**src/rtl/lcep_pkg.sv**
```systemverilog
// lcep_pkg: register map, field codes and reset values of the link
// configuration and edit-protection bank.
// assumes a 32-bit classic wishbone slave, byte addresses, one word each.
package lcep_pkg;

    // ------------------------------------------------------------------
    // register offsets (byte addresses)
    // ------------------------------------------------------------------
    localparam logic [7:0] LCEP_OFS_LINK     = 8'h00;
    localparam logic [7:0] LCEP_OFS_TIMING   = 8'h04;
    localparam logic [7:0] LCEP_OFS_MODE     = 8'h08;
    localparam logic [7:0] LCEP_OFS_PROTECT  = 8'h0c;
    localparam logic [7:0] LCEP_OFS_PARAM    = 8'h10;
    localparam logic [7:0] LCEP_OFS_REF      = 8'h14;
    localparam logic [7:0] LCEP_OFS_STATUS   = 8'h18;
    localparam logic [7:0] LCEP_OFS_SILENCE  = 8'h1c;

    // ------------------------------------------------------------------
    // link register fields
    // ------------------------------------------------------------------
    localparam int LCEP_BAUD_LSB   = 0;
    localparam int LCEP_DLEN_BIT   = 4;
    localparam int LCEP_PAR_LSB    = 8;
    localparam int LCEP_STOP_BIT   = 12;
    localparam int LCEP_PROTO_LSB  = 16;

    localparam logic [2:0] LCEP_BAUD_19200 = 3'h3;
    localparam logic [2:0] LCEP_BAUD_38400 = 3'h4;
    localparam logic [2:0] LCEP_BAUD_RST   = 3'h3;
    localparam logic       LCEP_DLEN_8     = 1'b0;
    localparam logic       LCEP_DLEN_7     = 1'b1;
    localparam logic [1:0] LCEP_PAR_NONE2  = 2'h0;
    localparam logic [1:0] LCEP_PAR_EVEN   = 2'h1;
    localparam logic [1:0] LCEP_PAR_ODD    = 2'h2;
    localparam logic [1:0] LCEP_PAR_NONE1  = 2'h3;
    localparam logic       LCEP_STOP_2     = 1'b0;
    localparam logic       LCEP_STOP_1     = 1'b1;
    localparam logic [1:0] LCEP_PROTO_RTU  = 2'h0;
    localparam logic [1:0] LCEP_PROTO_GP   = 2'h2;

    // ------------------------------------------------------------------
    // timing register fields
    // ------------------------------------------------------------------
    localparam int         LCEP_NORESP_LSB = 0;
    localparam int         LCEP_RESPIV_LSB = 8;
    localparam logic [5:0] LCEP_NORESP_MAX = 6'h3c;   // 60 s
    localparam logic [5:0] LCEP_NORESP_RST = 6'h00;
    localparam logic [6:0] LCEP_RESPIV_MAX = 7'h64;   // 1.00 s
    localparam logic [6:0] LCEP_RESPIV_RST = 7'h01;   // 0.01 s

    // time bases at the 20 MHz clock
    localparam int LCEP_TICK_10MS_NS = 10000000;
    localparam int LCEP_TICK_CYC     = LCEP_TICK_10MS_NS / 50;
    localparam int LCEP_TICKS_PER_S  = 100;

    // ------------------------------------------------------------------
    // bus-link mode and edit protection codes
    // ------------------------------------------------------------------
    localparam logic [1:0] LCEP_BUS_NONE  = 2'h0;
    localparam logic [1:0] LCEP_BUS_FREQ  = 2'h1;
    localparam logic [1:0] LCEP_BUS_RUN   = 2'h2;
    localparam logic [1:0] LCEP_BUS_BOTH  = 2'h3;
    localparam logic [1:0] LCEP_PROT_NONE = 2'h0;
    localparam logic [1:0] LCEP_PROT_PAR  = 2'h1;
    localparam logic [1:0] LCEP_PROT_REF  = 2'h2;
    localparam logic [1:0] LCEP_PROT_ALL  = 2'h3;

    localparam logic [15:0] LCEP_PARAM_RST = 16'h0000;
    localparam logic [15:0] LCEP_REF_RST   = 16'h0000;

endpackage : lcep_pkg

```
**src/rtl/lcep_timer.sv**
```systemverilog
// lcep_timer: response-interval and no-response silence timer.
// assumes one 20 MHz clock, asynchronous active-low reset.
`timescale 1ns/100ps
`default_nettype none
module lcep_timer
    import lcep_pkg::*;
(
    // clock and reset
    input  wire logic       mclk,
    input  wire logic       rst_n,
    // settings
    input  wire logic [5:0] noresp_sec,
    input  wire logic [6:0] respiv_ticks,
    // link events
    input  wire logic       req_done,
    input  wire logic       rx_activity,
    // results
    output logic            reply_ok,
    output logic            silence_evt
);

    // ----------
    // 10 ms tick prescaler
    // ----------
    logic [17:0] pre_ff;
    logic        tick;

    assign tick = (pre_ff == 18'(LCEP_TICK_CYC - 1));

    always_ff @(posedge mclk or negedge rst_n) begin
        if (!rst_n) begin
            pre_ff <= 18'h00000;
        end else if (tick) begin
            pre_ff <= 18'h00000;
        end else begin
            pre_ff <= pre_ff + 18'h00001;
        end
    end

    // ----------
    // response interval: ticks since the last completed request
    // ----------
    logic [6:0] resp_ff;

    always_ff @(posedge mclk or negedge rst_n) begin
        if (!rst_n) begin
            resp_ff <= 7'h00;
        end else if (req_done) begin
            resp_ff <= 7'h00;
        end else if (tick && resp_ff != 7'h7f) begin
            resp_ff <= resp_ff + 7'h01;
        end
    end

    // a partial first tick may shorten the wait by under 10 ms
    assign reply_ok = (resp_ff >= respiv_ticks) && !req_done;

    // ----------
    // silence watchdog, counted in 10 ms ticks
    // ----------
    logic [12:0] sil_ff;
    logic [12:0] sil_lim;

    assign sil_lim = 13'(noresp_sec) * 13'(LCEP_TICKS_PER_S);

    always_ff @(posedge mclk or negedge rst_n) begin
        if (!rst_n) begin
            sil_ff      <= 13'h0000;
            silence_evt <= 1'b0;
        end else begin
            silence_evt <= 1'b0;
            if (rx_activity || noresp_sec == 6'h00) begin
                sil_ff <= 13'h0000;
            end else if (tick) begin
                if (sil_ff + 13'h0001 >= sil_lim) begin
                    sil_ff      <= 13'h0000;
                    silence_evt <= 1'b1;
                end else begin
                    sil_ff <= sil_ff + 13'h0001;
                end
            end
        end
    end

endmodule : lcep_timer
`default_nettype wire

```
**src/rtl/lcep_bank.sv**
```systemverilog
// lcep_bank: link configuration and keypad edit-protection register bank.
// assumes a classic wishbone master on the system clock, a keypad front end
// that delivers one-cycle edit strobes, and a link engine that reads the
// decoded settings.
//
// Operation
// - baud code 3 is 19200, 4 is 38400
// - length 0 is 8 bits, 1 is 7
// - parity 0 none, 1 even, 2 odd, 3 none
// - stop 0 is two bits, 1 is one, outside RTU; under RTU parity 0 gives two, else one
// - silence 0 off, 1..60 s flags error
// - reply waits at least response interval, less a partial first 10 ms tick
// - protocol 0 register RTU, 2 general drive
// - mode 1: frequency fieldbus, run selector
// - modes 3 both bus, 0 none, 2 run
// - protection 0 allows all keypad edits
// - protection 1 locks parameters, not references
// - protection 2 locks references, not parameters
// - protection 3 locks parameters and references
// - selector is set by link writes; two-key combos move it only between 0 and 1
// - link writes ignore protection
// - terminal permit gates keypad parameter edits
`timescale 1ns/100ps
`default_nettype none
module lcep_bank
    import lcep_pkg::*;
(
    // clock and reset
    input  wire logic        mclk,
    input  wire logic        resetn,
    // wishbone slave (link-side host writes arrive here)
    input  wire logic        wb_cyc_i,
    input  wire logic        wb_stb_i,
    input  wire logic        wb_we_i,
    input  wire logic [7:0]  wb_adr_i,
    input  wire logic [3:0]  wb_sel_i,
    input  wire logic [31:0] wb_dat_i,
    output logic [31:0]      wb_dat_o,
    output logic             wb_ack_o,
    output logic             wb_err_o,
    // keypad
    input  wire logic        kp_param_up,
    input  wire logic        kp_param_dn,
    input  wire logic        kp_ref_up,
    input  wire logic        kp_ref_dn,
    input  wire logic        kp_combo_lock,
    input  wire logic        kp_combo_unlock,
    // digital input terminal
    input  wire logic        keypad_edit_permit_en,
    input  wire logic        keypad_edit_permit,
    // link engine
    input  wire logic        link_req_done,
    input  wire logic        link_rx_activity,
    output logic             link_reply_ok,
    output logic [31:0]      link_baud_bps,
    output logic [3:0]       link_char_bits,
    output logic             link_parity_en,
    output logic             link_parity_odd,
    output logic [1:0]       link_stop_bits,
    output logic             link_proto_rtu,
    output logic             link_noresp_err,
    // command source steering
    output logic             freq_from_fieldbus,
    output logic             run_from_fieldbus,
    // stored values
    output logic [15:0]      param_value,
    output logic [15:0]      ref_value
);

    // ------------------------------------------------------------------
    // reset release
    // ------------------------------------------------------------------
    logic rst_meta_ff;
    logic rst_n_ff;

    always_ff @(posedge mclk or negedge resetn) begin
        if (!resetn) begin
            rst_meta_ff <= 1'b0;
            rst_n_ff    <= 1'b0;
        end else begin
            rst_meta_ff <= 1'b1;
            rst_n_ff    <= rst_meta_ff;
        end
    end

    // ------------------------------------------------------------------
    // bus decode
    // ------------------------------------------------------------------
    logic bus_req;
    logic wr_ok;
    logic hit;
    logic ack_ff;
    logic err_ff;

    assign bus_req = wb_cyc_i && wb_stb_i && !ack_ff && !err_ff;

    always_comb begin
        if (wb_adr_i[1:0] != 2'h0 || wb_adr_i > LCEP_OFS_SILENCE) begin
            hit = 1'b0;
        end else begin
            hit = 1'b1;
        end
    end

    assign wr_ok = bus_req && wb_we_i && hit;

    always_ff @(posedge mclk or negedge rst_n_ff) begin
        if (!rst_n_ff) begin
            ack_ff <= 1'b0;
            err_ff <= 1'b0;
        end else begin
            ack_ff <= bus_req && hit;
            err_ff <= bus_req && !hit;
        end
    end

    assign wb_ack_o = ack_ff;
    assign wb_err_o = err_ff;

    // ------------------------------------------------------------------
    // link settings
    // ------------------------------------------------------------------
    logic [2:0] baud_ff;
    logic       dlen_ff;
    logic [1:0] par_ff;
    logic       stop_ff;
    logic [1:0] proto_ff;
    logic [2:0] nxt_baud;
    logic [1:0] nxt_proto;

    // unknown codes keep the stored value
    always_comb begin
        nxt_baud = wb_dat_i[LCEP_BAUD_LSB +: 3];
        if (nxt_baud != LCEP_BAUD_19200 && nxt_baud != LCEP_BAUD_38400) begin
            nxt_baud = baud_ff;
        end
        nxt_proto = wb_dat_i[LCEP_PROTO_LSB +: 2];
        if (nxt_proto != LCEP_PROTO_RTU && nxt_proto != LCEP_PROTO_GP) begin
            nxt_proto = proto_ff;
        end
    end

    always_ff @(posedge mclk or negedge rst_n_ff) begin
        if (!rst_n_ff) begin
            baud_ff  <= LCEP_BAUD_RST;
            dlen_ff  <= LCEP_DLEN_8;
            par_ff   <= LCEP_PAR_NONE2;
            stop_ff  <= LCEP_STOP_2;
            proto_ff <= LCEP_PROTO_RTU;
        end else if (wr_ok && wb_adr_i == LCEP_OFS_LINK) begin
            if (wb_sel_i[0]) begin
                baud_ff <= nxt_baud;
                dlen_ff <= wb_dat_i[LCEP_DLEN_BIT];
            end
            if (wb_sel_i[1]) begin
                par_ff  <= wb_dat_i[LCEP_PAR_LSB +: 2];
                stop_ff <= wb_dat_i[LCEP_STOP_BIT];
            end
            if (wb_sel_i[2]) begin
                proto_ff <= nxt_proto;
            end
        end
    end

    assign link_baud_bps = (baud_ff == LCEP_BAUD_38400) ? 32'd38400
                                                        : 32'd19200;
    assign link_char_bits = (dlen_ff == LCEP_DLEN_7) ? 4'h7 : 4'h8;
    assign link_parity_en = (par_ff == LCEP_PAR_EVEN)
                         || (par_ff == LCEP_PAR_ODD);
    assign link_parity_odd = (par_ff == LCEP_PAR_ODD);
    assign link_proto_rtu = (proto_ff == LCEP_PROTO_RTU);

    // under RTU parity sets the stop bits, otherwise the stop field does
    always_comb begin
        if (proto_ff == LCEP_PROTO_RTU) begin
            link_stop_bits = (par_ff == LCEP_PAR_NONE2) ? 2'h2 : 2'h1;
        end else begin
            link_stop_bits = (stop_ff == LCEP_STOP_1) ? 2'h1 : 2'h2;
        end
    end

    // ------------------------------------------------------------------
    // timing settings
    // ------------------------------------------------------------------
    logic [5:0] noresp_ff;
    logic [6:0] respiv_ff;
    logic [5:0] nxt_noresp;
    logic [6:0] nxt_respiv;

    assign nxt_noresp = wb_dat_i[LCEP_NORESP_LSB +: 6];
    assign nxt_respiv = wb_dat_i[LCEP_RESPIV_LSB +: 7];

    always_ff @(posedge mclk or negedge rst_n_ff) begin
        if (!rst_n_ff) begin
            noresp_ff <= LCEP_NORESP_RST;
            respiv_ff <= LCEP_RESPIV_RST;
        end else if (wr_ok && wb_adr_i == LCEP_OFS_TIMING) begin
            if (wb_sel_i[0] && nxt_noresp <= LCEP_NORESP_MAX) begin
                noresp_ff <= nxt_noresp;
            end
            if (wb_sel_i[1] && nxt_respiv <= LCEP_RESPIV_MAX) begin
                respiv_ff <= nxt_respiv;
            end
        end
    end

    logic silence_evt;
    logic noresp_err_ff;

    lcep_timer u_timer (
        .mclk         (mclk),
        .rst_n        (rst_n_ff),
        .noresp_sec   (noresp_ff),
        .respiv_ticks (respiv_ff),
        .req_done     (link_req_done),
        .rx_activity  (link_rx_activity),
        .reply_ok     (link_reply_ok),
        .silence_evt  (silence_evt)
    );

    // sticky error; a new event wins over a clear in the same cycle
    always_ff @(posedge mclk or negedge rst_n_ff) begin
        if (!rst_n_ff) begin
            noresp_err_ff <= 1'b0;
        end else if (silence_evt) begin
            noresp_err_ff <= 1'b1;
        end else if (wr_ok && wb_adr_i == LCEP_OFS_STATUS && wb_sel_i[0]
                     && wb_dat_i[0]) begin
            noresp_err_ff <= 1'b0;
        end
    end

    assign link_noresp_err = noresp_err_ff;

    // ------------------------------------------------------------------
    // bus-link mode
    // ------------------------------------------------------------------
    logic [1:0] busmode_ff;

    always_ff @(posedge mclk or negedge rst_n_ff) begin
        if (!rst_n_ff) begin
            busmode_ff <= LCEP_BUS_NONE;
        end else if (wr_ok && wb_adr_i == LCEP_OFS_MODE && wb_sel_i[0]) begin
            busmode_ff <= wb_dat_i[1:0];
        end
    end

    assign freq_from_fieldbus = (busmode_ff == LCEP_BUS_FREQ)
                             || (busmode_ff == LCEP_BUS_BOTH);
    assign run_from_fieldbus = (busmode_ff == LCEP_BUS_RUN)
                            || (busmode_ff == LCEP_BUS_BOTH);

    // ------------------------------------------------------------------
    // edit protection
    // ------------------------------------------------------------------
    logic [1:0] prot_ff;
    logic       par_lock;
    logic       ref_lock;
    logic       kp_par_ok;
    logic       kp_ref_ok;

    always_ff @(posedge mclk or negedge rst_n_ff) begin
        if (!rst_n_ff) begin
            prot_ff <= LCEP_PROT_NONE;
        end else if (wr_ok && wb_adr_i == LCEP_OFS_PROTECT && wb_sel_i[0]) begin
            prot_ff <= wb_dat_i[1:0];
        end else if (kp_combo_lock && prot_ff == LCEP_PROT_NONE) begin
            prot_ff <= LCEP_PROT_PAR;
        end else if (kp_combo_unlock && prot_ff == LCEP_PROT_PAR) begin
            prot_ff <= LCEP_PROT_NONE;
        end
    end

    assign par_lock = (prot_ff == LCEP_PROT_PAR)
                   || (prot_ff == LCEP_PROT_ALL);
    assign ref_lock = (prot_ff == LCEP_PROT_REF)
                   || (prot_ff == LCEP_PROT_ALL);
    // permit terminal is a second gate, only when assigned
    assign kp_par_ok = !par_lock
                    && (!keypad_edit_permit_en || keypad_edit_permit);
    assign kp_ref_ok = !ref_lock;

    // ------------------------------------------------------------------
    // parameter and reference stores
    // ------------------------------------------------------------------
    logic [15:0] param_ff;
    logic [15:0] ref_ff;
    logic        refused_ff;
    logic        kp_par_evt;
    logic        kp_ref_evt;

    assign kp_par_evt = kp_param_up ^ kp_param_dn;
    assign kp_ref_evt = kp_ref_up ^ kp_ref_dn;

    // the link wins over a keypad step in the same cycle
    always_ff @(posedge mclk or negedge rst_n_ff) begin
        if (!rst_n_ff) begin
            param_ff <= LCEP_PARAM_RST;
        end else if (wr_ok && wb_adr_i == LCEP_OFS_PARAM) begin
            if (wb_sel_i[0]) param_ff[7:0]  <= wb_dat_i[7:0];
            if (wb_sel_i[1]) param_ff[15:8] <= wb_dat_i[15:8];
        end else if (kp_par_evt && kp_par_ok) begin
            param_ff <= kp_param_up ? param_ff + 16'h0001
                                    : param_ff - 16'h0001;
        end
    end

    always_ff @(posedge mclk or negedge rst_n_ff) begin
        if (!rst_n_ff) begin
            ref_ff <= LCEP_REF_RST;
        end else if (wr_ok && wb_adr_i == LCEP_OFS_REF) begin
            if (wb_sel_i[0]) ref_ff[7:0]  <= wb_dat_i[7:0];
            if (wb_sel_i[1]) ref_ff[15:8] <= wb_dat_i[15:8];
        end else if (kp_ref_evt && kp_ref_ok) begin
            ref_ff <= kp_ref_up ? ref_ff + 16'h0001 : ref_ff - 16'h0001;
        end
    end

    // refused edits only mark a status bit, nothing else moves
    always_ff @(posedge mclk or negedge rst_n_ff) begin
        if (!rst_n_ff) begin
            refused_ff <= 1'b0;
        end else if ((kp_par_evt && !kp_par_ok)
                     || (kp_ref_evt && !kp_ref_ok)) begin
            refused_ff <= 1'b1;
        end else if (wr_ok && wb_adr_i == LCEP_OFS_STATUS && wb_sel_i[0]
                     && wb_dat_i[1]) begin
            refused_ff <= 1'b0;
        end
    end

    assign param_value = param_ff;
    assign ref_value   = ref_ff;

    // ------------------------------------------------------------------
    // read data
    // ------------------------------------------------------------------
    always_ff @(posedge mclk or negedge rst_n_ff) begin
        if (!rst_n_ff) begin
            wb_dat_o <= 32'h00000000;
        end else if (bus_req && !wb_we_i) begin
            if (wb_adr_i == LCEP_OFS_LINK) begin
                wb_dat_o <= {14'h0000, proto_ff, 3'h0, stop_ff, 2'h0,
                             par_ff, 3'h0, dlen_ff, 1'b0, baud_ff};
            end else if (wb_adr_i == LCEP_OFS_TIMING) begin
                wb_dat_o <= {17'h00000, respiv_ff, 2'h0, noresp_ff};
            end else if (wb_adr_i == LCEP_OFS_MODE) begin
                wb_dat_o <= {30'h00000000, busmode_ff};
            end else if (wb_adr_i == LCEP_OFS_PROTECT) begin
                wb_dat_o <= {30'h00000000, prot_ff};
            end else if (wb_adr_i == LCEP_OFS_PARAM) begin
                wb_dat_o <= {16'h0000, param_ff};
            end else if (wb_adr_i == LCEP_OFS_REF) begin
                wb_dat_o <= {16'h0000, ref_ff};
            end else if (wb_adr_i == LCEP_OFS_STATUS) begin
                wb_dat_o <= {28'h0000000, kp_ref_ok, kp_par_ok,
                             refused_ff, noresp_err_ff};
            end else if (wb_adr_i == LCEP_OFS_SILENCE) begin
                wb_dat_o <= {31'h00000000, link_reply_ok};
            end else begin
                wb_dat_o <= 32'h00000000;
            end
        end
    end

endmodule : lcep_bank
`default_nettype wire

```
**config.mk**
```make
export PLATFORM = sky130hd
export DESIGN_NAME = lcep_bank
export DESIGN_NICKNAME = d
export VERILOG_FILES = /design/src/rtl/lcep_pkg.sv /design/src/rtl/lcep_timer.sv /design/src/rtl/lcep_bank.sv
export SDC_FILE = /design/constraint.sdc
export NUM_CORES = 1
export LEC_CHECK = 0
export BUFFER_PORTS_ARGS = -buffer_cell sky130_fd_sc_hd__buf_2
export CELL_PAD_IN_SITES_DETAIL_PLACEMENT = 1
export CELL_PAD_IN_SITES_GLOBAL_PLACEMENT = 2
export CORE_AREA = 2 2 161 163
export CTS_CLUSTER_DIAMETER = 120
export DETAILED_ROUTE_END_ITERATION = 8
export DIE_AREA = 0 0 163 165
export PLACE_DENSITY = 0.81
export SYNTH_ARGS = -nofsm -noshare
export SYNTH_HDL_FRONTEND = slang
export SYNTH_SLANG_ARGS = --single-unit
```
**constraint.sdc**
```tcl
create_clock -name mclk -period 4.1 [get_ports mclk]
set_input_delay 0.615 -clock mclk [delete_from_list [all_inputs] [get_ports mclk]]
set_output_delay 0.615 -clock mclk [all_outputs]
set_load 0.01 [all_outputs]
```
==> summary.md <==
| Metric | Value |
|---|---|
| Maxcap violations | `0` |
| Die width | `163 um` |
| Worst hold path class | `reg2reg` |
| Area delta synth->final | `17.4%` |
| WL/cell | `17.8 um` |
| Final worst path period share | `0.919` |
| Sw Ratio | `0.372` |
| Vias in the first global route | `7,355` |
| Vias | `~7,300` |
| CTS tree | `built` |
| Final instance area | `9870 um2` |
| Post-Synth Adder-Cell Area | `0.120` |
| Initial Util | `0.336` |
| Gate power share | `0.366` |
| Worst-case reg-to-reg path depth | `17` |
| Total number of H-tree levels | `4` |
| Synth Area in Simple Gates | `0.189` |
| Crit start category | `flip-flop` |
| Syn Inst Count | `~940` |
| CP Data Required Time | `4440 ps` |
| Clock skew | `14.4 ps` |
| RSZ-0062 raised after global routing | `no` |
| Worst slew pin tran | `828 ps` |
| Drt pass-1 iters | `5` |
| GR Overflow Total | `0` |
| R2R Path Start | `noresp_ff[2]` |
| Status | `completed` |
| Synth unique cells | `75` |
| Total CTS buffers | `17` |
| Pins Over Slew Limit | `0` |
| CP arrival | `4110 ps` |
| Hpwl dp | `18,900 um` |
| Clock sink total | `121` |
| Post-DP Area | `9190 um2` |
| GPL Wtd Cong | `0.802` |
| Sequential share of the synthesized area | `0.360` |
| Commonest cells post-synth | `dfrtp_1 (118), nand2_1 (92), nor2_1 (90)` |
| Die ar. | `~27,000 um2` |
| Clock power share | `0.312` |
| Top-count cell post-synth | `dfrtp_1` |
| Async SR Flop Fraction | `1.00` |
| Final setup violation count | `0` |
| Clock latency on the worst-skew pair | `between 400 and 500 ps` |
| Pwr dens | `528 nW/um2` |
| Net Switching | `1.94 mW` |
| Mux share of post-synthesis cell area | `0.0235` |
| Minimum clock period | `approximately 3800 ps` |
| Core Area | `25,000 um2` |
| FF-to-FF setup slack | `330 ps` |
| Largest family of logic cells by synthesized area | `simple AND/OR/NAND/NOR gates` |
| Worst rel slew slack | `0.448` |
| Main synth FF type | `dfrtp_1` |
| First-pass GRT wire length | `between 30,000 and 40,000 um` |
| Fmax achieved | `265 MHz` |
| Overall Global Routing Usage | `0.189` |
| Synth warn | `0` |
| Ports | `between 150 and 200` |
| Fin nets | `1,190` |
| # rows | `58` |
| Seq cells post-synth | `121` |
| Hold path depth | `0` |
| Worst setup path endpoint | `u_timer.sil_ff[9]` |
| Layout cells sized above 1 | `0.186` |
| Cell taking the most area after synthesis | `dfrtp_1` |
| Die Ht | `165 um` |
| Crit end category | `flip-flop` |
| Antenna Nets Post-Route | `0` |
| Fin. Hold Viols | `0` |
| Largest net degree at the start of global routing | `64` |
| Largest cells by area after synthesis | `dfrtp_1 (35%), ha_1 (11%), buf_4 (4.2%)` |
| Drt total wl | `24,900 um` |
| Port Buffers | `~110` |
| Internal Dissipation | `3.27 mW` |
| Cell area after synthesis | `8410 um2` |
| Compound-cell area share of the yosys netlist | `0.165` |
| Clock buffer depth | `2` |
| Total leakage power | `4.72 nW` |
| Final core occ | `0.394` |
| Crit path from | `noresp_ff[2]` |
| Syn_area_per_cell | `8.96 um2` |
| Number of antenna violations at the first check in global routing | `0` |
| Peak supply drop | `0.208 mV` |
| TNS Setup | `0 ps` |
| Share of the synthesized area in the top cell type | `0.351` |
| Seq pwr share | `0.322` |
| Critical path type | `reg2reg` |
| Clock root buffer | `clkbuf_16` |
| Drt via density | `5.21` |
| Worst-path fanout max | `8` |
| Post-synth EDFFs | `0` |
| Layout fillers | `2,972` |
| Antenna diodes | `0` |
| Post-Synth XOR/XNOR Area | `0.0635` |
| Clock transition at the registers of the reported paths | `roughly 60 ps` |
| 1st-iter DRT viols | `339` |
| # DRC | `0` |
| End of the worst register-to-register path | `u_timer.sil_ff[9]` |
==> stage by stage <==
step	hold slack, ps	power, mW	setup slack (ps)	instances
2_1_floorplan	319	3.00	198	978
3_3_place_gp	333	3.57	355	1359
3_5_place_dp	339	3.61	302	1359
4_1_cts	353	5.26	264	1392
5_1_grt	369	5.56	6.31	1395
6_report	353	5.21	332	1395
==> routing by layer <==
metal	track usage	routed length [um]
met1	0.240	11200
met2	0.328	12200
met3	0.0397	1160
met4	0.0475	360
met5	0	0
==> worst max-delay path, stage by stage (launching register included) <==
cell and delay, ps:
dfrtp_2 440, ha_1 310, ha_1 300, ha_1 290, ha_1 290, a21o_1 160
a21oi_1 210, o21bai_1 90, a21oi_1 170, xor2_1 190, ha_1 260, nand3_1 90
a31oi_1 50, o31ai_2 260, buf_4 180, buf_4 170, a31oi_1 90, a31oi_1 140
==> power groups by stage <==
stage	logic, mW	clock network, mW	registers, mW
2_1_floorplan	1.33	0	1.67
3_3_place_gp	1.87	0	1.69
3_5_place_dp	1.91	0	1.70
4_1_cts	1.93	1.65	1.68
5_1_grt	2.15	1.70	1.70
6_report	1.91	1.63	1.68
==> sequential cells by signal, summed over array words and instances, names as in the netlist, 3 cells and up <==
signal / flops
u_timer.pre_ff: 18
wb_dat_o: 18
param_value: 16
ref_value: 16
u_timer.sil_ff: 13
respiv_ff: 7
u_timer.resp_ff: 7
noresp_ff: 6
baud_ff: 3
==> worst min path at each step <==
stage,end,slack (ps),from
after global placement,rst_n_ff,330,rst_meta_ff
final,rst_n_ff,350,rst_meta_ff
after CTS,rst_n_ff,350,rst_meta_ff
after global routing,rst_n_ff,370,rst_meta_ff
after floorplan,rst_meta_ff,320,resetn
after detailed placement,rst_n_ff,340,rst_meta_ff
==> kinds of logic (layout without fill, tap and decap cells) <==
logic type,Yosys count,in the layout
AOI/OAI and AO/OA,217,217
and+or+nand+nor,322,322
adders and majority gates,79,79
muxes,17,17
DFF,121,121
xor gates and xnor gates,61,61
buffers and inverters,120,207
other,2,41
==> what timing repair did <==
action                                 in CTS  in global routing
gates resized for setup                     0                  3
buffers inserted                            0                  3
endpoints found under the hold margin       2                  0
hold buffers                                1                  0
setup endpoints to repair                   0                  6
==> cell type report <==
cell class,count,area [um2],share of cell area
sequential,121,3040,0.308
clock buffer,18,429,0.0435
inverter,42,158,0.0160
multi-input combinational,737,4900,0.496
clock inverter,14,198,0.0200
tap,330,413,0.0418
timing repair buffer,133,741,0.0750
==> placed cells by master (no fill, tap or decap), drive strengths merged, types with 8 or more instances in the layout <==
cell type / count
a21o: 18
a21oi: 55
a22oi: 15
a31oi: 35
and2: 10
and3: 20
buf: 132
clkbuf: 18
conb: 41
dfrtp: 118
ha: 76
inv: 45
mux2: 12
nand2: 93
nand3: 42
nor2: 91
nor2b: 8
nor3: 17
o21ai: 43
xnor2: 37
xor2: 24
No activity file was read; power rests on OpenSTA's default activity.
